File: src/include/kar_regs.svh
/*
 Command opcodes, keycodes, a capability bit position and repeat timing for the
 keyboard command interpreter. Assumes inclusion by bare name.
*/
`ifndef KAR_REGS_SVH
`define KAR_REGS_SVH
// ==================================================
// command opcodes
`define KAR_OP_RPT_DISABLE 8'h3D
`define KAR_OP_RPT_EN_SLOW 8'h3E
`define KAR_OP_RPT_EN_FAST 8'h3F
`define KAR_OP_PROMPT_FIRST 8'hA1
`define KAR_OP_PROMPT_LAST 8'hA7
`define KAR_OP_PROMPT_GEN 8'hA8
`define KAR_OP_ACK_FIRST 8'hA9
`define KAR_OP_ACK_LAST 8'hAF
`define KAR_OP_ACK_GEN 8'hB0
// ==================================================
// keycodes and polls
`define KAR_KEY_CURSOR_RPT 8'h02
`define KAR_POLLS_NORMAL 2'h2
`define KAR_POLLS_FAST_CURSOR 2'h1
// ==================================================
// describe-record capability bits
`define KAR_DESC_GEN_PROMPT_BIT 7
`endif

File: src/include/kar_pkg.sv
/*
 Types for the keyboard command interpreter. Assumes nothing outside.
*/
package kar_pkg;
    typedef enum logic [2:0] {
        KAR_CMD_NONE = 3'b001,
        KAR_CMD_STIM = 3'b010,
        KAR_CMD_UNSUP = 3'b100
    } kar_cmd_t;
endpackage

File: src/include/kar_stream_if.sv
/*
 Valid/ready report stream between the key logic and its buffer.
 Assumes one clock shared by both ends.
*/
`timescale 1ns/1ps
`default_nettype none
interface kar_stream_if;
    logic valid;
    logic ready;
    logic [7:0] data;
    modport src (output valid, output data, input ready);
    modport snk (input valid, input data, output ready);
endinterface
`default_nettype wire

File: src/logic/kar_key_cmd.sv
/*
 Keyboard command interpreter: auto-repeat control, repeat generation,
 numbered and general prompt/acknowledge stimuli, describe capability bits.
 Assumes the loop controller delivers one-cycle command strobes and poll
 pulses on clk; key events come from a same-clock scanner that sends
 one-cycle events and gives a release the code of its press.
 The report stream behind the two-entry buffer may stall at will.
*/
// Function
// - repeat-disable: one report per transition only
// - repeat-enable only if repeat supported
// - normal held key repeats every second poll
// - modifier keys never repeat
// - cursor repeat: 3Eh every two, 3Fh every poll
// - normal repeat resends own down keycode
// - cursor repeat reports keycode 02h
// - supported prompts 1-7 stimulate; others unsupported
// - describe record shows prompt support
// - prompt n may link to button n
// - supported acks respond; others silently ignored
// - ack may cancel active prompt
// - keycode 02h never a physical key

`timescale 1ns/1ps
`default_nettype none
`include "kar_regs.svh"
module kar_key_cmd
    import kar_pkg::*;
#(
    parameter bit RPT_SUPPORTED = 1'b1,
    parameter logic [6:0] PROMPT_MASK = 7'h7F,
    parameter bit GEN_PROMPT_SUP = 1'b1,
    parameter logic [6:0] ACK_MASK = 7'h7F,
    parameter bit GEN_ACK_SUP = 1'b1,
    parameter bit ACK_CANCELS_PROMPT = 1'b1
) (
    // clock and reset
    input wire logic clk,
    input wire logic rst,
    // commands from the loop controller
    input wire logic cmdValid,
    input wire logic [7:0] cmdOpcode,
    input wire logic pollPulse,
    // answer on each command
    output logic cmdUnsupported,
    // key events from the scanner
    input wire logic keyEvent,
    input wire logic keyDown,
    input wire logic [7:0] keyCode,
    input wire logic keyIsModifier,
    input wire logic keyIsCursor,
    // key report stream
    output logic reportValid,
    input wire logic reportReady,
    output logic [7:0] reportData,
    // user stimuli
    output logic [6:0] promptLamp,
    output logic genPromptPulse,
    output logic [6:0] ackPulse,
    output logic genAckPulse,
    // describe record capability byte
    output logic [7:0] describeCaps,
    output logic repeatEnabled
);

    // ==================================================
    // command decode
    kar_stream_if rptS ();
    wire isDis = cmdValid && cmdOpcode == `KAR_OP_RPT_DISABLE;
    wire isEnSlow = cmdValid && cmdOpcode == `KAR_OP_RPT_EN_SLOW;
    wire isEnFast = cmdValid && cmdOpcode == `KAR_OP_RPT_EN_FAST;
    wire isEn = isEnSlow || isEnFast;
    wire isPrN = cmdValid && cmdOpcode >= `KAR_OP_PROMPT_FIRST
        && cmdOpcode <= `KAR_OP_PROMPT_LAST;
    wire isAckN = cmdValid && cmdOpcode >= `KAR_OP_ACK_FIRST
        && cmdOpcode <= `KAR_OP_ACK_LAST;
    wire isPrG = cmdValid && cmdOpcode == `KAR_OP_PROMPT_GEN;
    wire isAckG = cmdValid && cmdOpcode == `KAR_OP_ACK_GEN;
    wire [2:0] prIdx = 3'(cmdOpcode - `KAR_OP_PROMPT_FIRST);
    wire [2:0] ackIdx = 3'(cmdOpcode - `KAR_OP_ACK_FIRST);
    // masks padded to eight so an out-of-range index reads a zero
    wire [7:0] prMaskX = {1'b0, PROMPT_MASK};
    wire [7:0] ackMaskX = {1'b0, ACK_MASK};
    wire prSup = isPrN && prMaskX[prIdx];
    wire ackSup = isAckN && ackMaskX[ackIdx];

    // ==================================================
    // answer classification
    wire enUnsup = isEn && !RPT_SUPPORTED;
    wire prUnsup = isPrN && !prSup;
    wire genPrUnsup = isPrG && !GEN_PROMPT_SUP;
    wire anyStim = prSup || ackSup || (isPrG && GEN_PROMPT_SUP) || (isAckG && GEN_ACK_SUP);
    kar_cmd_t cmdKind;
    always_comb begin
        cmdKind = KAR_CMD_NONE;
        if (enUnsup || prUnsup || genPrUnsup) cmdKind = KAR_CMD_UNSUP;
        else if (anyStim) cmdKind = KAR_CMD_STIM;
    end
    // unsupported acks fall to NONE: silent, no answer
    assign cmdUnsupported = (cmdKind == KAR_CMD_UNSUP);

    // ==================================================
    // capability byte
    // kept in a flop so the describe answer is a registered data output
    logic [7:0] describeCaps_ff;
    assign describeCaps = describeCaps_ff;
    always_ff @(posedge clk) begin
        describeCaps_ff <= {GEN_PROMPT_SUP, PROMPT_MASK};
    end

    // ==================================================
    // repeat mode
    // fast-cursor choice survives a disable; the next enable overwrites it
    logic rptEn_ff, fastCur_ff;
    assign repeatEnabled = rptEn_ff;

    always_ff @(posedge clk) begin
        if (rst) begin
            rptEn_ff <= 1'b0;
            fastCur_ff <= 1'b0;
        end else if (isDis) begin
            rptEn_ff <= 1'b0;
        end else if (isEn && RPT_SUPPORTED) begin
            rptEn_ff <= 1'b1;
            fastCur_ff <= isEnFast;
        end
    end

    // ==================================================
    // held key and poll counting
    logic held_ff, heldCur_ff;
    logic [7:0] heldCode_ff;
    logic [1:0] pollCnt_ff;

    // scanner events carrying the cursor-repeat code are dropped here
    wire keyOk = keyEvent && keyCode != `KAR_KEY_CURSOR_RPT;
    wire newDown = keyOk && keyDown && !keyIsModifier;
    wire release_ = keyOk && !keyDown && keyCode == heldCode_ff;
    wire otherDown = keyOk && keyDown;
    wire [1:0] period = heldCur_ff && fastCur_ff ?
        `KAR_POLLS_FAST_CURSOR : `KAR_POLLS_NORMAL;
    wire [1:0] nxt_pollCnt = pollCnt_ff + 2'h1;
    wire rptArmed = held_ff && rptEn_ff;
    wire periodHit = nxt_pollCnt >= period;
    wire rptDue = rptArmed && pollPulse && periodHit;

    always_ff @(posedge clk) begin
        if (rst) begin
            held_ff <= 1'b0;
            heldCur_ff <= 1'b0;
            heldCode_ff <= 8'h00;
            pollCnt_ff <= 2'h0;
        end else if (newDown) begin
            held_ff <= 1'b1;
            heldCur_ff <= keyIsCursor;
            heldCode_ff <= keyCode;
            pollCnt_ff <= 2'h0;
        end else if (release_ || otherDown) begin
            held_ff <= 1'b0;
            pollCnt_ff <= 2'h0;
        end else if (pollPulse && rptArmed) begin
            // counting only while enabled keeps a stale count from firing early
            // a stalled repeat slot is dropped, not queued
            pollCnt_ff <= rptDue ? 2'h0 : nxt_pollCnt;
        end
    end

    // ==================================================
    // report source: transitions win over repeats
    // with the buffer full a new report is refused and lost
    wire [7:0] rptCode = heldCur_ff ? `KAR_KEY_CURSOR_RPT : heldCode_ff;
    assign rptS.valid = keyOk || rptDue;
    assign rptS.data = keyOk ? keyCode : rptCode;
    kar_skid_buf #(.DEPTH(2)) uBuf (
        .clk(clk),
        .rst(rst),
        .inS(rptS),
        .outValid(reportValid),
        .outReady(reportReady),
        .outData(reportData)
    );

    // ==================================================
    // stimuli
    // prompt lamps latch; ack and general stimuli are one-cycle pulses
    logic [6:0] promptLamp_ff, ackPulse_ff;
    logic genPr_ff, genAck_ff;
    assign promptLamp = promptLamp_ff;
    assign ackPulse = ackPulse_ff;
    assign genPromptPulse = genPr_ff;
    assign genAckPulse = genAck_ff;
    genvar gi;
    generate
        for (gi = 0; gi < 7; gi++) begin : gStim
            // lamp n sits beside button n; linkage optional
            wire prHit = prSup && prIdx == 3'(gi);
            wire ackHit = ackSup && ackIdx == 3'(gi);
            always_ff @(posedge clk) begin
                if (rst) begin
                    promptLamp_ff[gi] <= 1'b0;
                    ackPulse_ff[gi] <= 1'b0;
                end else begin
                    ackPulse_ff[gi] <= ackHit;
                    if (prHit) promptLamp_ff[gi] <= 1'b1;
                    else if (ackHit && ACK_CANCELS_PROMPT)
                        promptLamp_ff[gi] <= 1'b0;
                end
            end
        end
    endgenerate

    always_ff @(posedge clk) begin
        if (rst) begin
            genPr_ff <= 1'b0;
            genAck_ff <= 1'b0;
        end else begin
            genPr_ff <= isPrG && GEN_PROMPT_SUP;
            genAck_ff <= isAckG && GEN_ACK_SUP;
        end
    end

endmodule
`default_nettype wire

File: src/logic/kar_skid_buf.sv
/*
 Two-entry report buffer; with a stalled receiver, keycodes arriving while both entries are full are lost.
 Assumes the receiver handshakes on clk.
*/
`timescale 1ns/1ps
`default_nettype none
module kar_skid_buf #(
    parameter int DEPTH = 2
) (
    // clock and reset
    input wire logic clk,
    input wire logic rst,
    // filling side
    kar_stream_if.snk inS,
    // draining side
    output logic outValid,
    input wire logic outReady,
    output logic [7:0] outData
);
    logic [7:0] mem_ff [DEPTH];
    logic rdPtr_ff, wrPtr_ff;
    logic [1:0] cnt_ff;
    wire push = inS.valid && inS.ready;
    wire pop = outValid && outReady;
    assign inS.ready = (cnt_ff != 2'(DEPTH));
    assign outValid = (cnt_ff != 2'h0);
    assign outData = mem_ff[rdPtr_ff];
    always_ff @(posedge clk) begin
        if (push) mem_ff[wrPtr_ff] <= inS.data;
    end
    always_ff @(posedge clk) begin
        if (rst) begin
            rdPtr_ff <= 1'b0;
            wrPtr_ff <= 1'b0;
            cnt_ff <= 2'h0;
        end else begin
            if (push) wrPtr_ff <= ~wrPtr_ff;
            if (pop) rdPtr_ff <= ~rdPtr_ff;
            cnt_ff <= cnt_ff + 2'(push) - 2'(pop);
        end
    end
endmodule
`default_nettype wire
File: config.mk
export PLATFORM = sky130hd
export DESIGN_NAME = kar_key_cmd
export DESIGN_NICKNAME = d
export VERILOG_FILES = /design/src/include/kar_pkg.sv /design/src/include/kar_stream_if.sv /design/src/logic/kar_key_cmd.sv /design/src/logic/kar_skid_buf.sv
export VERILOG_INCLUDE_DIRS = /design/src /design/src/include
export SDC_FILE = /design/constraint.sdc
export NUM_CORES = 1
export LEC_CHECK = 0
export BUFFER_PORTS_ARGS = -buffer_cell sky130_fd_sc_hd__buf_2
export CAP_MARGIN = 30
export CORE_MARGIN = 2
export CORE_UTILIZATION = 35
export CTS_CLUSTER_DIAMETER = 150
export DETAILED_ROUTE_END_ITERATION = 16
export GPL_ROUTABILITY_DRIVEN = 0
export GPL_TIMING_DRIVEN = 0
export PLACE_DENSITY_LB_ADDON = 0.08
export SLEW_MARGIN = 20
export SYNTH_ARGS = -nofsm -noshare
export SYNTH_HDL_FRONTEND = slang
export SYNTH_HIERARCHICAL = 1
export SYNTH_SLANG_ARGS = --single-unit
export TNS_END_PERCENT = 5
File: constraint.sdc
create_clock -name clk -period 6.15 [get_ports clk]
set_input_delay 0.3075 -clock clk [delete_from_list [all_inputs] [get_ports clk]]
set_output_delay 0.3075 -clock clk [all_outputs]
set_load 0.05 [all_outputs]
# After elaboration in Yosys (flattened, before gate mapping)
# Memories as Yosys holds them, arrays and structs flattened. A register that Yosys moved wholly into a read port is not among the register bits.
# Cells that the tools add are included.
op_classes:
  n_addsub: 5
  mul: 0
  div: 0
  magnitude_cmp: 7
  eq_ne: 21
  n_shift: 0
  n_mux: 28
  bitwise_logic: 3
  n_reduce_logical: 60
ops:
  columns: ["op", "n"]
  rows:
  - ["logical AND 1 bit", 37]
  - ["equality test 8 x 6 -> 1 bit (second input constant)", 3]
  - ["two-way mux 1 bit", 22]
  - ["equality test 3 bit (second input constant)", 7]
  - ["nonzero test 2 bit", 9]
  - ["equality test 8 bit (second input constant)", 2]
  - ["greater-or-equal comparator 8 bit (second input constant)", 2]
  - ["<= comparator 8 bit (second input constant)", 2]
  - ["two-way mux 8 bit", 2]
  - ["equality test 3 x 2 -> 1 bit (second input constant)", 4]
  - ["equality test 8 bit", 1]
  - ["< comparator 3 x 4 -> 1 bit (second input constant)", 2]
  - ["!= test 8 x 2 -> 1 bit (second input constant)", 1]
  - ["equality test 3 x 1 -> 1 bit (second input constant)", 2]
  - ["zero test 3 bit", 2]
  - ["logical OR 1 bit", 6]
  - ["two-way mux 2 bit", 3]
  - ["subtractor 3 x 1 -> 3 bit (second input constant)", 2]
  - ["zero test 1 bit", 3]
  - ["two-way mux 3 bit", 1]
  - ["inverter 1 bit", 3]
  - ["OR reduction 3 bit", 1]
  - ["adder 2 x 1 -> 2 bit", 1]
  - ["adder 2 x 1 -> 2 bit (second input constant)", 1]
  - ["5 further kinds", 5]
word_totals:
  register_bits: 34
  latchBits: 0
  ram_bits: 16
  mem_bits_ro: 16
  in_bits: 25
  out_inout_bits: 35
  word_cells: 152
  mem_count: 3
mem_list:
  columns: ["memory", "depth", "width", "read_ports", "rd_ports_with_merged_regs", "wr", "line", "text"]
  rows:
  - ["uBuf.mem_ff", 2, 8, 1, 1, 1, "kar_skid_buf.sv:20", "logic [7:0] mem_ff [DEPTH];"]
  - ["(name not given)", 8, 1, 1, 0, 0, "kar_key_cmd.sv:85", "wire ackSup = isAckN && ackMaskX[ackIdx];"]
  - ["(name not given)", 8, 1, 1, 0, 0, "kar_key_cmd.sv:84", "wire prSup = isPrN && prMaskX[prIdx];"]

# Logic depth before layout (Yosys ltp)
# Gate-level depths: netlist of the first run.
logic_depth:
  depth_word: 10
  mapped_depth: 13
  mapped_depth_nobuf: 12

# By module
# The synthesis of the first run kept the hierarchy.
by_module_without_submodules:
  columns: ["module", "instances", "cells_each", "area_each_um2", "seq_area_each_um2"]
  rows:
  - ["kar_key_cmd", 1, 191, 1570.3, 600.6]
  - ["kar_skid_buf", 1, 49, 813.3, 580.6]

# Worst setup path after synthesis of the first run
# Ideal clock, no wire load.
synth_path:
  path_kind: "reg-to-reg"
  startpoint: "register heldCur_ff"
  endpoint: "register uBuf.cnt_ff[1]"
  setup_ps: 115
  arrival_ps: 2079
  required_time_ps: 6035
  slack_ps: 3957
  stages_incl_launch_ff: 14
  path_buffers: 1
  period_less_slack_ps: 2193
  path_cell_list: "dfxtp_1 clkbuf_1 and2_1 ha_1 nand2b_1 a21oi_1 o21bai_1 nand2_2 ha_1 inv_1 ha_1 xor2_1 xnor2_1 nor2_1"
synth_between:
  elab_chain_cells: 8
synth_rtl:
  columns: ["item", "line", "text"]
  rows:
  - ["start: declaration", "kar_key_cmd.sv:131", "logic held_ff, heldCur_ff;"]
  - ["start signal: assignment", "kar_key_cmd.sv:155", "heldCur_ff <= keyIsCursor;"]
  - ["logical AND 1 bit", "kar_key_cmd.sv:140", "wire [1:0] period = heldCur_ff && fastCur_ff ?"]
  - ["two-way mux 2 bit (no source line)", null, null]
  - ["greater-or-equal comparator 2 bit", "kar_key_cmd.sv:144", "wire periodHit = nxt_pollCnt >= period;"]
  - ["logical AND 1 bit", "kar_key_cmd.sv:145", "wire rptDue = rptArmed && pollPulse && periodHit;"]
  - ["logical OR 1 bit", "kar_key_cmd.sv:172", "assign rptS.valid = keyOk || rptDue;"]
  - ["via rptS.valid", "kar_stream_if.sv:8", "logic valid;"]
  - ["logical AND 1 bit", "kar_skid_buf.sv:23", "wire push = inS.valid && inS.ready;"]
  - ["adder 2 x 1 -> 2 bit", "kar_skid_buf.sv:39", "cnt_ff <= cnt_ff + 2'(push) - 2'(pop);"]
  - ["subtractor 2 x 1 -> 2 bit", "kar_skid_buf.sv:39", null]
  - ["end signal: assignment", "kar_skid_buf.sv:39", null]
  - ["end: declaration", "kar_skid_buf.sv:22", "logic [1:0] cnt_ff;"]
# The timed path passes the listed nets, and every way through them passes these cells.
# A chain may end at the register's enable or synchronous reset.

# Worst setup path after layout of the first run
# Same ends and word-level chain as after synthesis.

==> results of run 1 <==
-- worst max-delay path by stage --
stage / start / to / slack [ns] / cells past startpoint
floorplan: heldCur_ff / uBuf/cnt_ff[1] / 3.96 / 13
global placement: keyCode[1] / uBuf/mem_ff[0][5] / 3.57 / 7
detailed placement: keyCode[1] / uBuf/cnt_ff[1] / 3.52 / 12
CTS: heldCur_ff / uBuf/cnt_ff[1] / 3.59 / 13
global route: heldCur_ff / uBuf/cnt_ff[1] / 3.29 / 13
finish: heldCur_ff / uBuf/cnt_ff[1] / 3.62 / 13
-- layout by cell type, fill, tap and decap left out, types with 3 or more instances in the layout --
master,n
buf_4,9
inv_1,3
dfxtp_1,35
mux2i_1,4
ha_1,4
nand2b_1,10
nor4_1,3
nor2_1,19
buf_2,51
nand3b_1,5
edfxtp_1,16
conb_1,9
o21ai_0,17
nand2_1,19
xnor2_1,10
clkbuf_8,5
a211oi_1,3
a21oi_1,11
nand3_1,10
mux2_1,8
clkbuf_1,6
nor2b_1,10
o21ai_2,7
-- cell type report --
type	instances	area, sq um	area share [%]
Tap cell	80	100.1	3.466
Timing Repair Buffer	49	245.2	8.492
Inverter	3	11.26	0.3899
Clock buffer	6	72.57	2.513
Buffer	17	101.3	3.510
Multi-Input combinational cell	176	1116	38.65
Clock inverter	2	60.06	2.080
Sequential cell	51	1181	40.90
-- power breakdown --
group	switching, mW	internal [mW]	leakage, nW
Clock	0.111	0.163	0.0654
Combinational	0.168	0.0778	0.672
Sequential	0.0135	0.381	0.437
Total	0.292	0.621	1.17
-- sequential cells by signal, indices dropped and copies added (netlist names), named ones only --
signal / cells
uBuf/cnt_ff: 2
ackPulse: 7
fastCur_ff: 1
genPromptPulse: 1
repeatEnabled: 1
genAckPulse: 1
uBuf/wrPtr_ff: 1
held_ff: 1
uBuf/mem_ff: 16
promptLamp: 7
heldCode_ff: 8
pollCnt_ff: 2
heldCur_ff: 1
uBuf/rdPtr_ff: 1
-- kinds of logic after synthesis --
group                      Yosys count  synth area share (%)
AOI/OAI and AO/OA                   44                 11.60
xor gates and xnor gates            12                 4.409
adders and majority gates            4                 2.100
buffers and inverters               20                 4.724
DFF                                 51                 49.55
muxes                               13                 6.089
other                                2                0.3151
and+or+nand+nor                     94                 21.21
-- critical path, cell delays in order (launching register included) --
cell and delay (ns):
dfxtp_1 0.32, clkbuf_1 0.31, and2_1 0.22, ha_1 0.23
nand2b_1 0.17, a21oi_1 0.15, o21bai_1 0.11, nand2_2 0.11
ha_1 0.23, inv_1 0.05, ha_1 0.15, xor2_1 0.18
xnor2_1 0.13, nor2_1 0.05
-- through the flow --
stage / hold slack [ns] / area, sq um
after floorplan: 0.3791 / 2410
after global placement: 0.4731 / 2755
after detailed placement: 0.4818 / 2755
after CTS: 0.2497 / 2888
after global routing: 0.2714 / 2888
final: 0.2522 / 2888
-- layer usage --
metal / part of all wire [%] / track usage, % / wire length, um
met1: 48 / 17.99 / 2419
met2: 47 / 23.43 / 2362
met3: 3.5 / 3.429 / 176
met4: 1.2 / 4.688 / 61
met5: 0 / 0 / 0
==> out/results.txt, run 1 <==
Hold Path End: heldCur_ff
vias in the first global route: 1757
r2r worst-path depth: 13
Post-synth ARST share: 0%
Rel. slew slack: 54.48%
Layout Area Growth over Synthesis: 21.15%
crit-path max FO: 10
largest net degree at the start of global routing: 16
CTS Hold Buffers Added: 0
initial antenna violation count: 0
GRT overflow: 0
Post-Place Setup Slack: 3.522 ns
Hold Vio Cnt, Final: 0
Worst-Margin Slew: 0.6803 ns
Root Buffer: clkbuf_8
Worst Path Arrival: 2.73 ns
Synth area leaders: dfxtp_1, edfxtp_1, mux2_1
DR WL/cell: 13.07 um
hold depth: 3
Finished Layout Cells: 384
FMAX: 395.3 MHz
die height: 86.53 um
Port Buf Inserts: 49
count of cell types in the netlist: 45
DRT antenna net count: 0
Hold WC Path Type: primary input to register
status: finished clean
fillers: 672
CP endpoint kind: register
Synth area leader: dfxtp_1
Worst Path Required: 6.35 ns
Synth Flop Type: dfxtp_1
I/O Pins: 60
worst supply voltage drop on vdd: 0.00009036 V
CTS tree: done
# Post-CTS Setup Buffers: 0
Syn Inst Count: 240
total core area: 6681 sq um
Post-Route WL: 5.020 mm
flops & latches, synth: 51
H-Tree Level Count: 2
clock-pin slew on the worst setup and hold paths: 0.09 ns
Yosys warning total: 6
clock skew: 0.005659 ns
gr usage total: 14.10%
Core Util, Final: 43.22%
register area share after synthesis: 49.55%
first-pass GRT wire length: 8.355 mm
share of cells above drive strength 1: 27.30%
HPWL after DPL: 3.665 mm
flop-to-flop setup slack: 3.62 ns
Worst-Skew Late Latency: 0.31 ns
num rows: 30
Overall Power: 0.9134 mW
Setup WS post-layout: 3.620 ns
CP startpoint kind: register
Pwr Density: 316.3 nW/um^2
mapped cell area: 2384 sq um
Post-Place Cells: 376
Final Setup Violations: 0
setup TNS: 0 ns
Final Max Tran Viols: 0
Pleak: 1.174 nW
Worst Min Path Start: keyIsCursor
final period utilization: 41.13%
diode count: 0
synthesized area per cell: 9.931 sq um
most frequent cells after synthesis: dfxtp_1, nand2_1, nor2_1
worst reg2reg path endpoint: uBuf/cnt_ff[1]
total CTS buffers: 5
Yosys top cell area share: 29.40%
EDFF count, synth: 16
# DRC: 0
Vias: 1827
Die Wd: 86.53 um
Starting DRT DRC Count: 79
max-cap violations: 0
Avg Vias per Cell: 4.758
most frequent cell after synthesis: dfxtp_1
Clock Sinks: 51
unrepaired setup endpoints after global routing: no
Longest Clk Path Bufs: 2
drt first pass iters: 4
number of gates resized after CTS: 0
Starting Density: 35.67%
Tmin final: 2.530 ns
Reg2Reg Launch Point: heldCur_ff
total die area: 7487 sq um
Final #Nets: 332
critical setup path kind: register to register
(Power assumes the default switching activity.)
==> run 2: changes to the inputs <==
clock period = 2.15 ns   (was 6.15 ns; I/O delays follow)
==> run 2 against run 1 <==
Net effect: first-iteration DRC count down 23%; die area unchanged; clock skew up 0.0021 ns; combinational power rose to 3.1 times the previous value; largest power group unchanged.
==> out/results.txt, run 2 (same netlist as run 1, synthesis figures left out) <==
Hold Vio Cnt, Final: 0
Layout Area Growth over Synthesis: 23.15%
Avg Vias per Cell: 4.785
Tmin final: 2.071 ns
FMAX: 482.8 MHz
total core area: 6681 sq um
largest net degree at the start of global routing: 16
max-cap violations: 0
clock-pin slew on the worst setup and hold paths: 0.09 ns
DR WL/cell: 13.28 um
Pwr Density: 826.0 nW/um^2
Post-Place Cells: 376
GRT overflow: 0
Worst Path Arrival: 2.27 ns
unrepaired setup endpoints after global routing: yes
commonest cells after routing, fill and taps aside: buf_2, dfxtp_1, nand2_1
Clock Sinks: 51
Longest Clk Path Bufs: 2
I/O Pins: 60
Worst Path Required: 2.34 ns
Vias: 1847
Root Buffer: clkbuf_8
diode count: 0
status: finished clean
DRT antenna net count: 0
die height: 86.53 um
met3 usage: 3.524%
Hold WC Path Type: primary input to register
Worst-Skew Late Latency: 0.30 ns
largest registers in the final layout: uBuf/mem_ff (16), heldCode_ff (8)
Finished Layout Cells: 386
num rows: 30
Starting DRT DRC Count: 61
WHS: 0.02570 ns
CTS tree: done
Post-Route WL: 5.128 mm
Top reg by flops: uBuf/mem_ff
gr usage total: 13.80%
clock skew: 0.007742 ns
max reg flops: 16
# DRC: 0
Worst-Margin Slew: 0.4996 ns
gr busiest metal: met2
H-Tree Level Count: 2
Starting Density: 35.67%
Core Util, Final: 43.93%
fillers: 691
Rel. slew slack: 66.38%
worst supply voltage drop on vdd: 0.0003168 V
first-pass GRT wire length: 8.010 mm
Register Area: 1186 sq um
vias in the first global route: 1677
initial antenna violation count: 0
drt first pass iters: 4
Final Setup Violations: 0
total die area: 7487 sq um
Final #Nets: 334
CTS Hold Buffers Added: 0
crit-path max FO: 3
commonest non-fill, non-tap cell in the layout: buf_2
final period utilization: 96.34%
Final Max Tran Viols: 0
critical setup path kind: register to register
HPWL after DPL: 3.758 mm
GRT met1 Usage: 18.30%
multi-input gate area in the final layout: 1187 sq um
CP endpoint kind: register
Port Buf Inserts: 49
CP startpoint kind: register
share of cells above drive strength 1: 32.35%
met2 usage: 21.96%
total CTS buffers: 5
Die Wd: 86.53 um
Pleak: 1.163 nW
[run 2: changes by cell type in the layout (fill, tap and decap cells not counted), sizes merged]
cell / change
clkbuf: -1
buf: +3
clkinvlp: +2
bufinv: -2
[run 2: what timing repair did]
action,4_1_cts,5_1_grt
setup endpoints to repair,10,9
pin swaps,7,0
resized for setup,4,3
cloned,0,0
buffers inserted,3,0
[run 2: metrics by stage]
step	power (mW)	cell area, sq um	setup TNS [ns]	setup WS, ns
2_1_floorplan	1.729	2462	-0.005929	-0.005929
3_3_place_gp	1.885	2808	-2.266	-0.2513
3_5_place_dp	1.894	2808	-2.696	-0.2820
4_1_cts	2.453	2918	0	0.01392
5_1_grt	2.570	2935	-0.04769	-0.04769
6_report	2.425	2935	0	0.07868
[run 2: area by class of cell]
class / instances / share of cell area (%)
multi-input combinational: 176 / 40.45
sequential: 51 / 40.41
timing repair buffer: 52 / 9.122
tap: 80 / 3.410
buffer: 16 / 3.325
clock buffer: 6 / 2.472
clock inverter: 2 / 0.4263
inverter: 3 / 0.3836
[run 2: path summary, 6_finish.rpt]
kind,slack [ns],start,depth (start not counted),endpoint
max,0.08,heldCur_ff,12,uBuf/cnt_ff[1]
min,0.03,keyIsCursor,3,heldCur_ff
max reg2reg,0.08,heldCur_ff,12,uBuf/cnt_ff[1]
min reg2reg,0.49,heldCode_ff[7],2,heldCode_ff[7]
[run 2: power breakdown]
group / internal (mW) / switching, mW
Combinational: 0.255 / 0.499
Sequential: 1.09 / 0.0453
Clock: 0.227 / 0.311
[run 2: routing by layer]
metal,wire (um),vias up
li1,-,952
met1,2441,855
met2,2433,35
met3,192,5
met4,60,0
met5,0,-
[run 2: critical path, cell delays in order (launching register included)]
cell      delay [ns]
dfxtp_4         0.35
and2_4          0.15
ha_4            0.25
nand2b_4        0.12
a21oi_2         0.05
o21bai_2        0.15
nand2_2         0.10
ha_4            0.27
inv_2           0.04
ha_4            0.15
xor2_2          0.14
xnor2_1         0.15
nor2_1          0.05
